File: src/rtl/cscu_regs.svh
// register offsets, field positions, reset values and timing for the clock command unit
`ifndef CSCU_REGS_SVH
`define CSCU_REGS_SVH

// register indices; each register takes one word, byte address = 4 * index
`define CSCU_IDX_CMD        8'h62
`define CSCU_IDX_SEL        8'h63
`define CSCU_IDX_IRQ_STAT   8'h64
`define CSCU_IDX_IRQ_MASK   8'h65
`define CSCU_ADDR_CMD       12'h188
`define CSCU_ADDR_SEL       12'h18C
`define CSCU_ADDR_IRQ_STAT  12'h190
`define CSCU_ADDR_IRQ_MASK  12'h194

// command register fields
`define CSCU_CMD_CCE_BIT    7
`define CSCU_CMD_RDY_BIT    4
`define CSCU_CMD_CODE_MSB   3
`define CSCU_CMD_OTHER_MASK 8'h7F

// selection register fields
`define CSCU_SEL_OUT_BIT    6
`define CSCU_SEL_SUT_MSB    5
`define CSCU_SEL_SUT_LSB    4
`define CSCU_SEL_SRC_MSB    3

// interrupt status bits
`define CSCU_IRQ_READY_BIT  0
`define CSCU_IRQ_DROP_BIT   1
`define CSCU_IRQ_WIDTH      2

// reset values and window length
`define CSCU_CMD_RESET      8'h00
`define CSCU_WINDOW_CYCLES  3'h4

`endif

File: src/rtl/cscu_pkg.sv
// types shared by the clock command unit
`default_nettype none

package cscu_pkg;

    // decoded clock commands
    typedef enum logic [3:0] {
        CSCU_CMD_NONE    = 4'h0,
        CSCU_CMD_DISABLE = 4'h1,
        CSCU_CMD_ENABLE  = 4'h2,
        CSCU_CMD_REQUEST = 4'h3,
        CSCU_CMD_SWITCH  = 4'h4,
        CSCU_CMD_RECOVER = 4'h5,
        CSCU_CMD_WDT_ARL = 4'h6,
        CSCU_CMD_OUTPUT_FUSE   = 4'h7
    } cscu_cmd_t;

endpackage : cscu_pkg

`default_nettype wire

File: src/rtl/cscu_window.sv
// timed change-enable window of the command register
`timescale 1ns/10ps
`default_nettype none
`include "cscu_regs.svh"

module cscu_window
    import cscu_pkg::*;
(
    // clock and reset
    input  wire logic pclk,
    input  wire logic presetn,
    // requests from the register write path
    input  wire logic open_req,
    input  wire logic close_req,
    // window state
    output logic      open_r
);

    logic [2:0] count_r;   // cycles since the window opened

    // window opens on an accepted arming write, closes on timeout or command write
    always_ff @(posedge pclk or negedge presetn)
    begin
        if (!presetn)
        begin
            open_r  <= 1'b0;
            count_r <= 3'h0;
        end
        else if (open_r)
        begin
            // rewriting the enable bit neither restarts nor clears it
            if (close_req || count_r == `CSCU_WINDOW_CYCLES - 3'h1)
            begin
                open_r  <= 1'b0;
                count_r <= 3'h0;
            end
            else
            begin
                count_r <= count_r + 3'h1;
            end
        end
        else if (open_req)
        begin
            open_r  <= 1'b1;
            count_r <= 3'h0;
        end
    end

endmodule : cscu_window

`default_nettype wire

File: src/rtl/cscu_top.sv
// clock switch command unit: apb registers, protected command issue, source tracking
`timescale 1ns/10ps
`default_nettype none
`include "cscu_regs.svh"

module cscu_top
    import cscu_pkg::*;
(
    // apb clock and reset
    input  wire logic        pclk,
    input  wire logic        presetn,
    // apb slave
    input  wire logic        psel,
    input  wire logic        penable,
    input  wire logic        pwrite,
    input  wire logic [11:0] paddr,
    input  wire logic [31:0] pwdata,
    input  wire logic [3:0]  pstrb,
    output logic      [31:0] prdata,
    output logic             pready,
    output logic             pslverr,
    // fuse straps
    input  wire logic        output_fuse,
    input  wire logic [1:0]  startup_fuse,
    input  wire logic [3:0]  source_fuse,
    // clock availability logic and clock switch
    input  wire logic        avail_stable,
    input  wire logic [3:0]  system_source,
    // command strobes to the clock switch
    output logic             cmd_valid,
    output logic [3:0]       cmd_code,
    output logic [3:0]       cmd_source,
    output logic [1:0]       cmd_startup,
    output logic             cmd_output_sel,
    output logic             wdt_auto_reload,
    // interrupt
    output logic             irq
);

    // register state
    logic [3:0]  command_code_r;      // last command code accepted
    logic        source_ready_flag_r; // ready flag
    logic        output_select_bit_r; // clock output setting
    logic [1:0]  startup_time_code_r; // start-up time code
    logic [3:0]  source_select_code_r;// selected source code
    logic [`CSCU_IRQ_WIDTH-1:0] irq_stat_r; // sticky events
    logic [`CSCU_IRQ_WIDTH-1:0] irq_mask_r; // event enables
    logic        straps_loaded_r;     // fuses captured after reset
    logic        wdt_arl_r;           // watchdog auto reload mode

    // synchronised inputs
    logic        stable_s1_r;
    logic        stable_s2_r;
    logic [3:0]  sysrc_s1_r;
    logic [3:0]  sysrc_s2_r;
    logic        stable_prev_r;       // for edge detection on stable level
    logic        stable_rise;         // synchronised availability went high
    logic        stable_fall;         // synchronised availability went low
    logic [`CSCU_IRQ_WIDTH-1:0] stat_clr; // write-one-to-clear pattern

    // apb decode
    logic        wr_access;
    logic        rd_access;
    logic        hit_cmd;
    logic        hit_sel;
    logic        hit_stat;
    logic        hit_mask;
    logic        hit_any;
    logic [7:0]  wbyte;
    logic        window_open;
    logic        arm_write;
    logic        code_write;
    logic        cmd_accept;
    logic [3:0]  new_code;

    // pack the command register for reads
    function automatic logic [7:0] cmd_read(input logic cce, input logic rdy,
                                            input logic [3:0] code);
        logic [7:0] v;
        v = 8'h00;
        v[`CSCU_CMD_CCE_BIT] = cce;
        v[`CSCU_CMD_RDY_BIT] = rdy;
        v[`CSCU_CMD_CODE_MSB:0] = code;
        return v;
    endfunction : cmd_read

    // apb access decode: every access completes in its first access cycle
    assign wr_access = psel && penable && pwrite;
    assign rd_access = psel && !penable && !pwrite;
    assign hit_cmd   = paddr == `CSCU_ADDR_CMD;
    assign hit_sel   = paddr == `CSCU_ADDR_SEL;
    assign hit_stat  = paddr == `CSCU_ADDR_IRQ_STAT;
    assign hit_mask  = paddr == `CSCU_ADDR_IRQ_MASK;
    assign hit_any   = hit_cmd || hit_sel || hit_stat || hit_mask;
    assign wbyte     = pstrb[0] ? pwdata[7:0] : 8'h00;

    // arming write: enable bit one, every other bit zero
    assign arm_write  = wr_access && hit_cmd && pstrb[0] &&
                        pwdata[`CSCU_CMD_CCE_BIT] &&
                        ((pwdata[7:0] & `CSCU_CMD_OTHER_MASK) == 8'h00);
    // command write: enable bit zero while the window stands open
    assign code_write = wr_access && hit_cmd && pstrb[0] &&
                        !pwdata[`CSCU_CMD_CCE_BIT];
    assign cmd_accept = code_write && window_open;
    assign new_code   = pwdata[`CSCU_CMD_CODE_MSB:0];

    // the availability rise feeds both the ready flag and the event bits, the fall only the event bits
    assign stable_rise = stable_s2_r && !stable_prev_r;
    assign stable_fall = !stable_s2_r && stable_prev_r;
    assign stat_clr    = (wr_access && hit_stat) ? wbyte[`CSCU_IRQ_WIDTH-1:0]
                                                 : {`CSCU_IRQ_WIDTH{1'b0}};

    // change-enable window
    cscu_window u_window (
        .pclk      (pclk),
        .presetn   (presetn),
        .open_req  (arm_write),
        .close_req (code_write),
        .open_r    (window_open)
    );

    // two-flop synchronisers for availability and system source
    // system source code must be held steady while sampled: its bits are not skew-safe
    always_ff @(posedge pclk or negedge presetn)
    begin
        if (!presetn)
        begin
            stable_s1_r   <= 1'b0;
            stable_s2_r   <= 1'b0;
            sysrc_s1_r    <= 4'h0;
            sysrc_s2_r    <= 4'h0;
            stable_prev_r <= 1'b0;
        end
        else
        begin
            stable_s1_r   <= avail_stable;
            stable_s2_r   <= stable_s1_r;
            sysrc_s1_r    <= system_source;
            sysrc_s2_r    <= sysrc_s1_r;
            stable_prev_r <= stable_s2_r;
        end
    end

    // command code field: only an accepted write stores it
    always_ff @(posedge pclk or negedge presetn)
    begin
        if (!presetn)
        begin
            command_code_r <= 4'(`CSCU_CMD_RESET);
        end
        else if (cmd_accept)
        begin
            command_code_r <= new_code;
        end
    end

    // ready flag: cleared by request or enable, set when availability logic reports stable
    // a rise in the same cycle as the clear wins, so a stable source is never missed
    always_ff @(posedge pclk or negedge presetn)
    begin
        if (!presetn)
        begin
            source_ready_flag_r <= 1'b0;
        end
        else if (stable_rise)
        begin
            source_ready_flag_r <= 1'b1;
        end
        else if (cmd_accept && (new_code == CSCU_CMD_REQUEST ||
                                new_code == CSCU_CMD_ENABLE))
        begin
            source_ready_flag_r <= 1'b0;
        end
    end

    // selection register: fuse preset after reset release, software writes, recover
    always_ff @(posedge pclk or negedge presetn)
    begin
        if (!presetn)
        begin
            output_select_bit_r  <= 1'b0;
            startup_time_code_r  <= 2'h0;
            source_select_code_r <= 4'h0;
            straps_loaded_r      <= 1'b0;
        end
        else if (!straps_loaded_r)
        begin
            // capture the fuse straps on the first edge after release
            output_select_bit_r  <= ~output_fuse;
            startup_time_code_r  <= startup_fuse;
            source_select_code_r <= source_fuse;
            straps_loaded_r      <= 1'b1;
        end
        else if (cmd_accept && new_code == CSCU_CMD_RECOVER)
        begin
            // only the source field is recovered
            source_select_code_r <= sysrc_s2_r;
        end
        else if (wr_access && hit_sel && pstrb[0])
        begin
            output_select_bit_r  <= pwdata[`CSCU_SEL_OUT_BIT];
            startup_time_code_r  <= pwdata[`CSCU_SEL_SUT_MSB:`CSCU_SEL_SUT_LSB];
            source_select_code_r <= pwdata[`CSCU_SEL_SRC_MSB:0];
        end
    end

    // command strobe toward the clock switch, one cycle per accepted command of code 1 to 7
    // settings are taken as they stood before the accepting write
    always_ff @(posedge pclk or negedge presetn)
    begin
        if (!presetn)
        begin
            cmd_valid      <= 1'b0;
            cmd_code       <= 4'h0;
            cmd_source     <= 4'h0;
            cmd_startup    <= 2'h0;
            cmd_output_sel <= 1'b0;
        end
        else
        begin
            // codes with the top bit set and code zero issue nothing
            cmd_valid <= cmd_accept && !new_code[3] && new_code != CSCU_CMD_NONE;
            if (cmd_accept)
            begin
                cmd_code       <= new_code;
                cmd_source     <= source_select_code_r;
                cmd_startup    <= startup_time_code_r;
                cmd_output_sel <= output_select_bit_r;
            end
        end
    end

    // watchdog automatic reload mode, held once commanded
    always_ff @(posedge pclk or negedge presetn)
    begin
        if (!presetn)
        begin
            wdt_arl_r       <= 1'b0;
            wdt_auto_reload <= 1'b0;
        end
        else
        begin
            if (cmd_accept && new_code == CSCU_CMD_WDT_ARL)
            begin
                wdt_arl_r <= 1'b1;
            end
            wdt_auto_reload <= wdt_arl_r || (cmd_accept && new_code == CSCU_CMD_WDT_ARL);
        end
    end

    // interrupt status: availability rise and availability loss; set wins over write-one clear
    always_ff @(posedge pclk or negedge presetn)
    begin
        if (!presetn)
        begin
            irq_stat_r <= '0;
        end
        else
        begin
            // bit 1 availability lost, bit 0 availability rose
            irq_stat_r <= (irq_stat_r & ~stat_clr) | {stable_fall, stable_rise};
        end
    end

    // interrupt mask
    always_ff @(posedge pclk or negedge presetn)
    begin
        if (!presetn)
        begin
            irq_mask_r <= '0;
        end
        else if (wr_access && hit_mask && pstrb[0])
        begin
            irq_mask_r <= pwdata[`CSCU_IRQ_WIDTH-1:0];
        end
    end

    // interrupt output
    always_ff @(posedge pclk or negedge presetn)
    begin
        if (!presetn)
        begin
            irq <= 1'b0;
        end
        else
        begin
            irq <= |(irq_stat_r & irq_mask_r);
        end
    end

    // apb answer: read data captured in setup, ready in the access cycle
    // reads have no side effects on any register
    always_ff @(posedge pclk or negedge presetn)
    begin
        if (!presetn)
        begin
            prdata  <= 32'h0000_0000;
            pready  <= 1'b0;
            pslverr <= 1'b0;
        end
        else
        begin
            pready  <= psel && !penable;
            pslverr <= psel && !penable && !hit_any;
            if (rd_access)
            begin
                if (hit_cmd)
                    prdata <= {24'h00_0000, cmd_read(window_open, source_ready_flag_r,
                                                      command_code_r)};
                else if (hit_sel)
                    prdata <= {24'h00_0000, 1'b0, output_select_bit_r,
                               startup_time_code_r, source_select_code_r};
                else if (hit_stat)
                    prdata <= {30'h0000_0000, irq_stat_r};
                else if (hit_mask)
                    prdata <= {30'h0000_0000, irq_mask_r};
                else
                    prdata <= 32'h0000_0000;
            end
        end
    end

endmodule : cscu_top

`default_nettype wire

File: config.mk
export PLATFORM = sky130hd
export DESIGN_NAME = cscu_top
export DESIGN_NICKNAME = d
export VERILOG_FILES = /design/src/rtl/cscu_pkg.sv /design/src/rtl/cscu_window.sv /design/src/rtl/cscu_top.sv
export VERILOG_INCLUDE_DIRS = /design/src /design/src/rtl
export SDC_FILE = /design/constraint.sdc
export NUM_CORES = 1
export LEC_CHECK = 0
export ABC_AREA = 0
export BUFFER_PORTS_ARGS = -buffer_cell sky130_fd_sc_hd__buf_2
export CORE_ASPECT_RATIO = 0.8
export CORE_UTILIZATION = 45
export DETAILED_ROUTE_END_ITERATION = 7
export HOLD_SLACK_MARGIN = 0.05
export MAX_ROUTING_LAYER = met4
export PLACE_DENSITY = 0.87
export SKIP_LAST_GASP = 1
export SLEW_MARGIN = 20
export SYNTH_ARGS = -nofsm -noshare
export SYNTH_HDL_FRONTEND = slang
export SYNTH_SLANG_ARGS = --single-unit
File: constraint.sdc
create_clock -name pclk -period 3.4 [get_ports pclk]
set_input_delay 1.02 -clock pclk [delete_from_list [all_inputs] [get_ports pclk]]
set_output_delay 1.02 -clock pclk [all_outputs]
set_load 0.005 [all_outputs]
==> results.py <==
metrics = {
    "global_route": {
        "grt_pass1_wl_um": 8160,
        "grt_max_degree": 29,
        "grt_pass1_vias": 1601,
        "antenna_found_initial": 0,
        "grt_usage_pct": 19.6,
        "overflow": 0,
    },
    "layout": {
        "n_antenna_cell": 0,
        "final_nets": 344,
        "drive_above_1_share_pct": 36.0,
        "syn_to_final_growth_pct": 15.1,
    },
    "clocking": {
        "numCtsBuffers": 5,
        "clock_sinks": 53,
        "clk_pin_slew_worst_paths_ns": 0.09,
        "clockBufferDepth": 2,
        "clk_latency_ns": 0.32,
        "cts_hold_buf": 0,
        "cts_setup_buffers": 0,
        "clock-root-buffer": "clkbuf_8",
        "cts_resized": 0,
        "cts_tree": "built",
        "ctsHtreeMaxLevel": 2,
    },
    "setup_path": {
        "r2r_slack_ns": 1.68,
        "worst-path-max-fanout": 4,
        "crit_required_ns": 3.61,
        "critPathArrivalTime_ns": 2.64,
        "cp-start-kind": "primary input",
        "criticalPathCategory": "primary input to register",
        "worstSetupEndpointType": "register",
    },
    "synth": {
        "yosysSeqAreaShare_pct": 53.1,
        "yosys-top-cells-count": "53 x dfrtp_1, 25 x buf_4, 19 x nand2_1",
        "yosys_warnings": 0,
        "synth_area_um2": 2500,
        "synthSimpleGateAreaFrac_pct": 15.0,
        "synth_top_flop_cell": "dfrtp_1",
        "async_flop_share_pct": 100,
        "synth_area_leader_cell": "dfrtp_1",
        "ys_types": 49,
        "synthCells": 212,
        "synth-edff-count": 0,
        "synth_xor_area_share_pct": 0,
        "syn_avg_cell_area_um2": 11.8,
        "synth_area_leaders": "dfrtp_1 53%, buf_4 7.5%, mux2_2 6.8%",
        "ys_ff_latch": 53,
        "synthAdderAreaFrac_pct": 1.00,
        "yosys.cell_count.top_type": "dfrtp_1",
        "synth_mux_area_share_pct": 10.8,
        "yosysTopAreaCellShare_pct": 53.1,
        "synth_compound_area_share_pct": 10.3,
        "synth_top_family_by_area": "simple AND/OR/NAND/NOR gates",
    },
    "power_and_ir_drop": {
        "power_frac_clock_pct": 33.6,
        "intPower_mw": 0.857,
        "p_sw_mw": 0.286,
        "seqPwrFrac_pct": 58.1,
        "peakVddDrop_mv": 0.261,
        "combPwrFrac_pct": 8.3,
        "power_leakage_nw": 1.52,
        "p_per_area_nw_per_um2": 397,
        "sw_frac_of_total_pct": 25.0,
    },
    "sta": {
        "rsz0062_at_grt": "no",
        "clock_skew_ns": 0.00647,
        "setup_viol": 0,
        "fin_crit_sh_pct": 71.6,
        "relSlewSlack_pct": 62.3,
        "setup_tns_ns": 0,
        "max_freq_mhz": 411,
        "fin_crit_ns": 2.43,
        "worstMarginPinSlew_ns": 0.566,
        "worst_slack_ns": 0.966,
        "hold_viol": 0,
        "slew_violations": 0,
    },
    "route": {
        "wl_per_cell_um": 14.6,
        "dr_wl_met3_um": 322,
        "viasPerCell": 5.08,
        "drt_iter0_drc": 80,
        "wl_um": 4960,
        "highest_layer": "met4",
        "wl_met1_um": 2360,
        "met2WireLength_um": 2220,
        "via_count": 1728,
        "first_pass_iters": 4,
        "drtAntennaViolNets": 0,
        "drcViolationCount": 0,
    },
    "die": {
        "die_w_um": 85.3,
        "start_util_pct": 48.2,
        "rows": 23,
        "core-area_um2": 5180,
        "io_pins": 113,
        "die_h_um": 68.7,
        "dieArea_um2": 5860,
    },
    "flow_run": {
        "max_cap_viol_count": 0,
    },
    "min_path": {
        "hp-class": "register to register",
    },
    "status": {
        "status": "finished, final reports clean",
    },
    "place": {
        "place.port_buffers": 61,
        "place_ws_ns": 0.664,
        "dp_hpwl_um": 3770,
        "gp_congestion": 0.833,
    },
}
power by group through the flow:
stage | sequential, mW | clock [mW] | combinational [mW]
2_1_floorplan | 0.668 | 0 | 0.0677
3_3_place_gp | 0.675 | 0 | 0.0921
3_5_place_dp | 0.677 | 0 | 0.0948
4_1_cts | 0.664 | 0.399 | 0.0955
5_1_grt | 0.667 | 0.417 | 0.107
6_report | 0.664 | 0.384 | 0.0948
critical path, stage by stage:
cell and delay, ns:
buf_2 0.12, nor4b_4 0.37, nand4_1 0.35, nor3_1 0.41, nor2_1 0.10, a2bb2o_2 0.27
area by class of cell:
class / instances / area, um^2
repair buffers: 63 / 320
flip-flops and latches: 53 / 1330
inverters: 8 / 30.0
fillers: 450 / 2300
well taps: 62 / 77.6
multi-input cells: 146 / 1020
clock buffers: 6 / 82.6
clock inverters: 2 / 17.5
per-layer routing:
| metal | track usage, % | up-vias |
|---|---|---|
| met5 | - | - |
| met4 | 5.63 | 0 |
| met3 | 5.36 | 6 |
| met2 | 30.5 | 70 |
| met1 | 25.7 | 825 |
| li1 | - | 827 |
through the flow:
| step | area [um^2] | power (mW) | instances | hold WS, ns | utilization [%] |
|---|---|---|---|---|---|
| after global placement | 2780 | 0.767 | 332 | 0.332 | 53.6 |
| after CTS | 2880 | 1.16 | 340 | 0.358 | 55.5 |
| after detailed placement | 2780 | 0.771 | 332 | 0.335 | 53.6 |
| after global routing | 2880 | 1.19 | 340 | 0.364 | 55.5 |
| final | 2880 | 1.14 | 340 | 0.356 | 55.5 |
| after floorplan | 2580 | 0.736 | 235 | 0.331 | - |
cells by family after synthesis:
group / count (synthesis)
compound gates: 34
other cells: 2
buf+inv: 36
flops: 53
fa+ha+maj: 2
mux: 24
simple gates: 61
final timing paths:
kind | cells past startpoint | endpoint | startpoint
worst min-delay path | 0 | sysrc_s2_r[3]$_DFF_PN0_ | sysrc_s1_r[3]$_DFF_PN0_
worst max register to register | 5 | source_select_code_r[3]$_DFFE_PN0P_ | u_window.open_r$_DFF_PN0_
max in group asynchronous | 2 | irq$_DFF_PN0_ | presetn
worst min register to register | 0 | sysrc_s2_r[3]$_DFF_PN0_ | sysrc_s1_r[3]$_DFF_PN0_
min in group asynchronous | 1 | cmd_source[3]$_DFFE_PN0P_ | presetn
worst max-delay path | 6 | u_window.count_r[1]$_DFFE_PN0P_ | paddr[1]
layout by cell type, fill, tap and decap left out, types with 2 or more instances in the layout:
| cell type | n |
|---|---|
| buf_4 | 2 |
| nand4_1 | 3 |
| a22o_1 | 3 |
| nor2b_1 | 4 |
| nand2_1 | 19 |
| a21oi_1 | 5 |
| nor3b_1 | 2 |
| nor3_1 | 2 |
| o21ai_0 | 7 |
| a31oi_1 | 3 |
| o2111ai_1 | 2 |
| nand2b_1 | 3 |
| buf_2 | 61 |
| mux2i_1 | 6 |
| inv_1 | 8 |
| conb_1 | 25 |
| mux2_2 | 15 |
| ha_1 | 2 |
| mux2_4 | 2 |
| dfrtp_1 | 53 |
| a22oi_1 | 3 |
| a32oi_1 | 2 |
| clkbuf_8 | 6 |
| a21o_1 | 2 |
| nor2_1 | 10 |
| nand3_1 | 4 |
state kept, by name (all words and copies together), names as in the netlist, 2 cells and up:
name and flops:
prdata 8, cmd_source 4, sysrc_s2_r 4, irq_stat_r 2, sysrc_s1_r 4, irq_mask_r 2, startup_time_code_r 2, source_select_code_r 4
u_window.count_r 3, cmd_code 4, cmd_startup 2
Power figures use the tool's default switching activity.
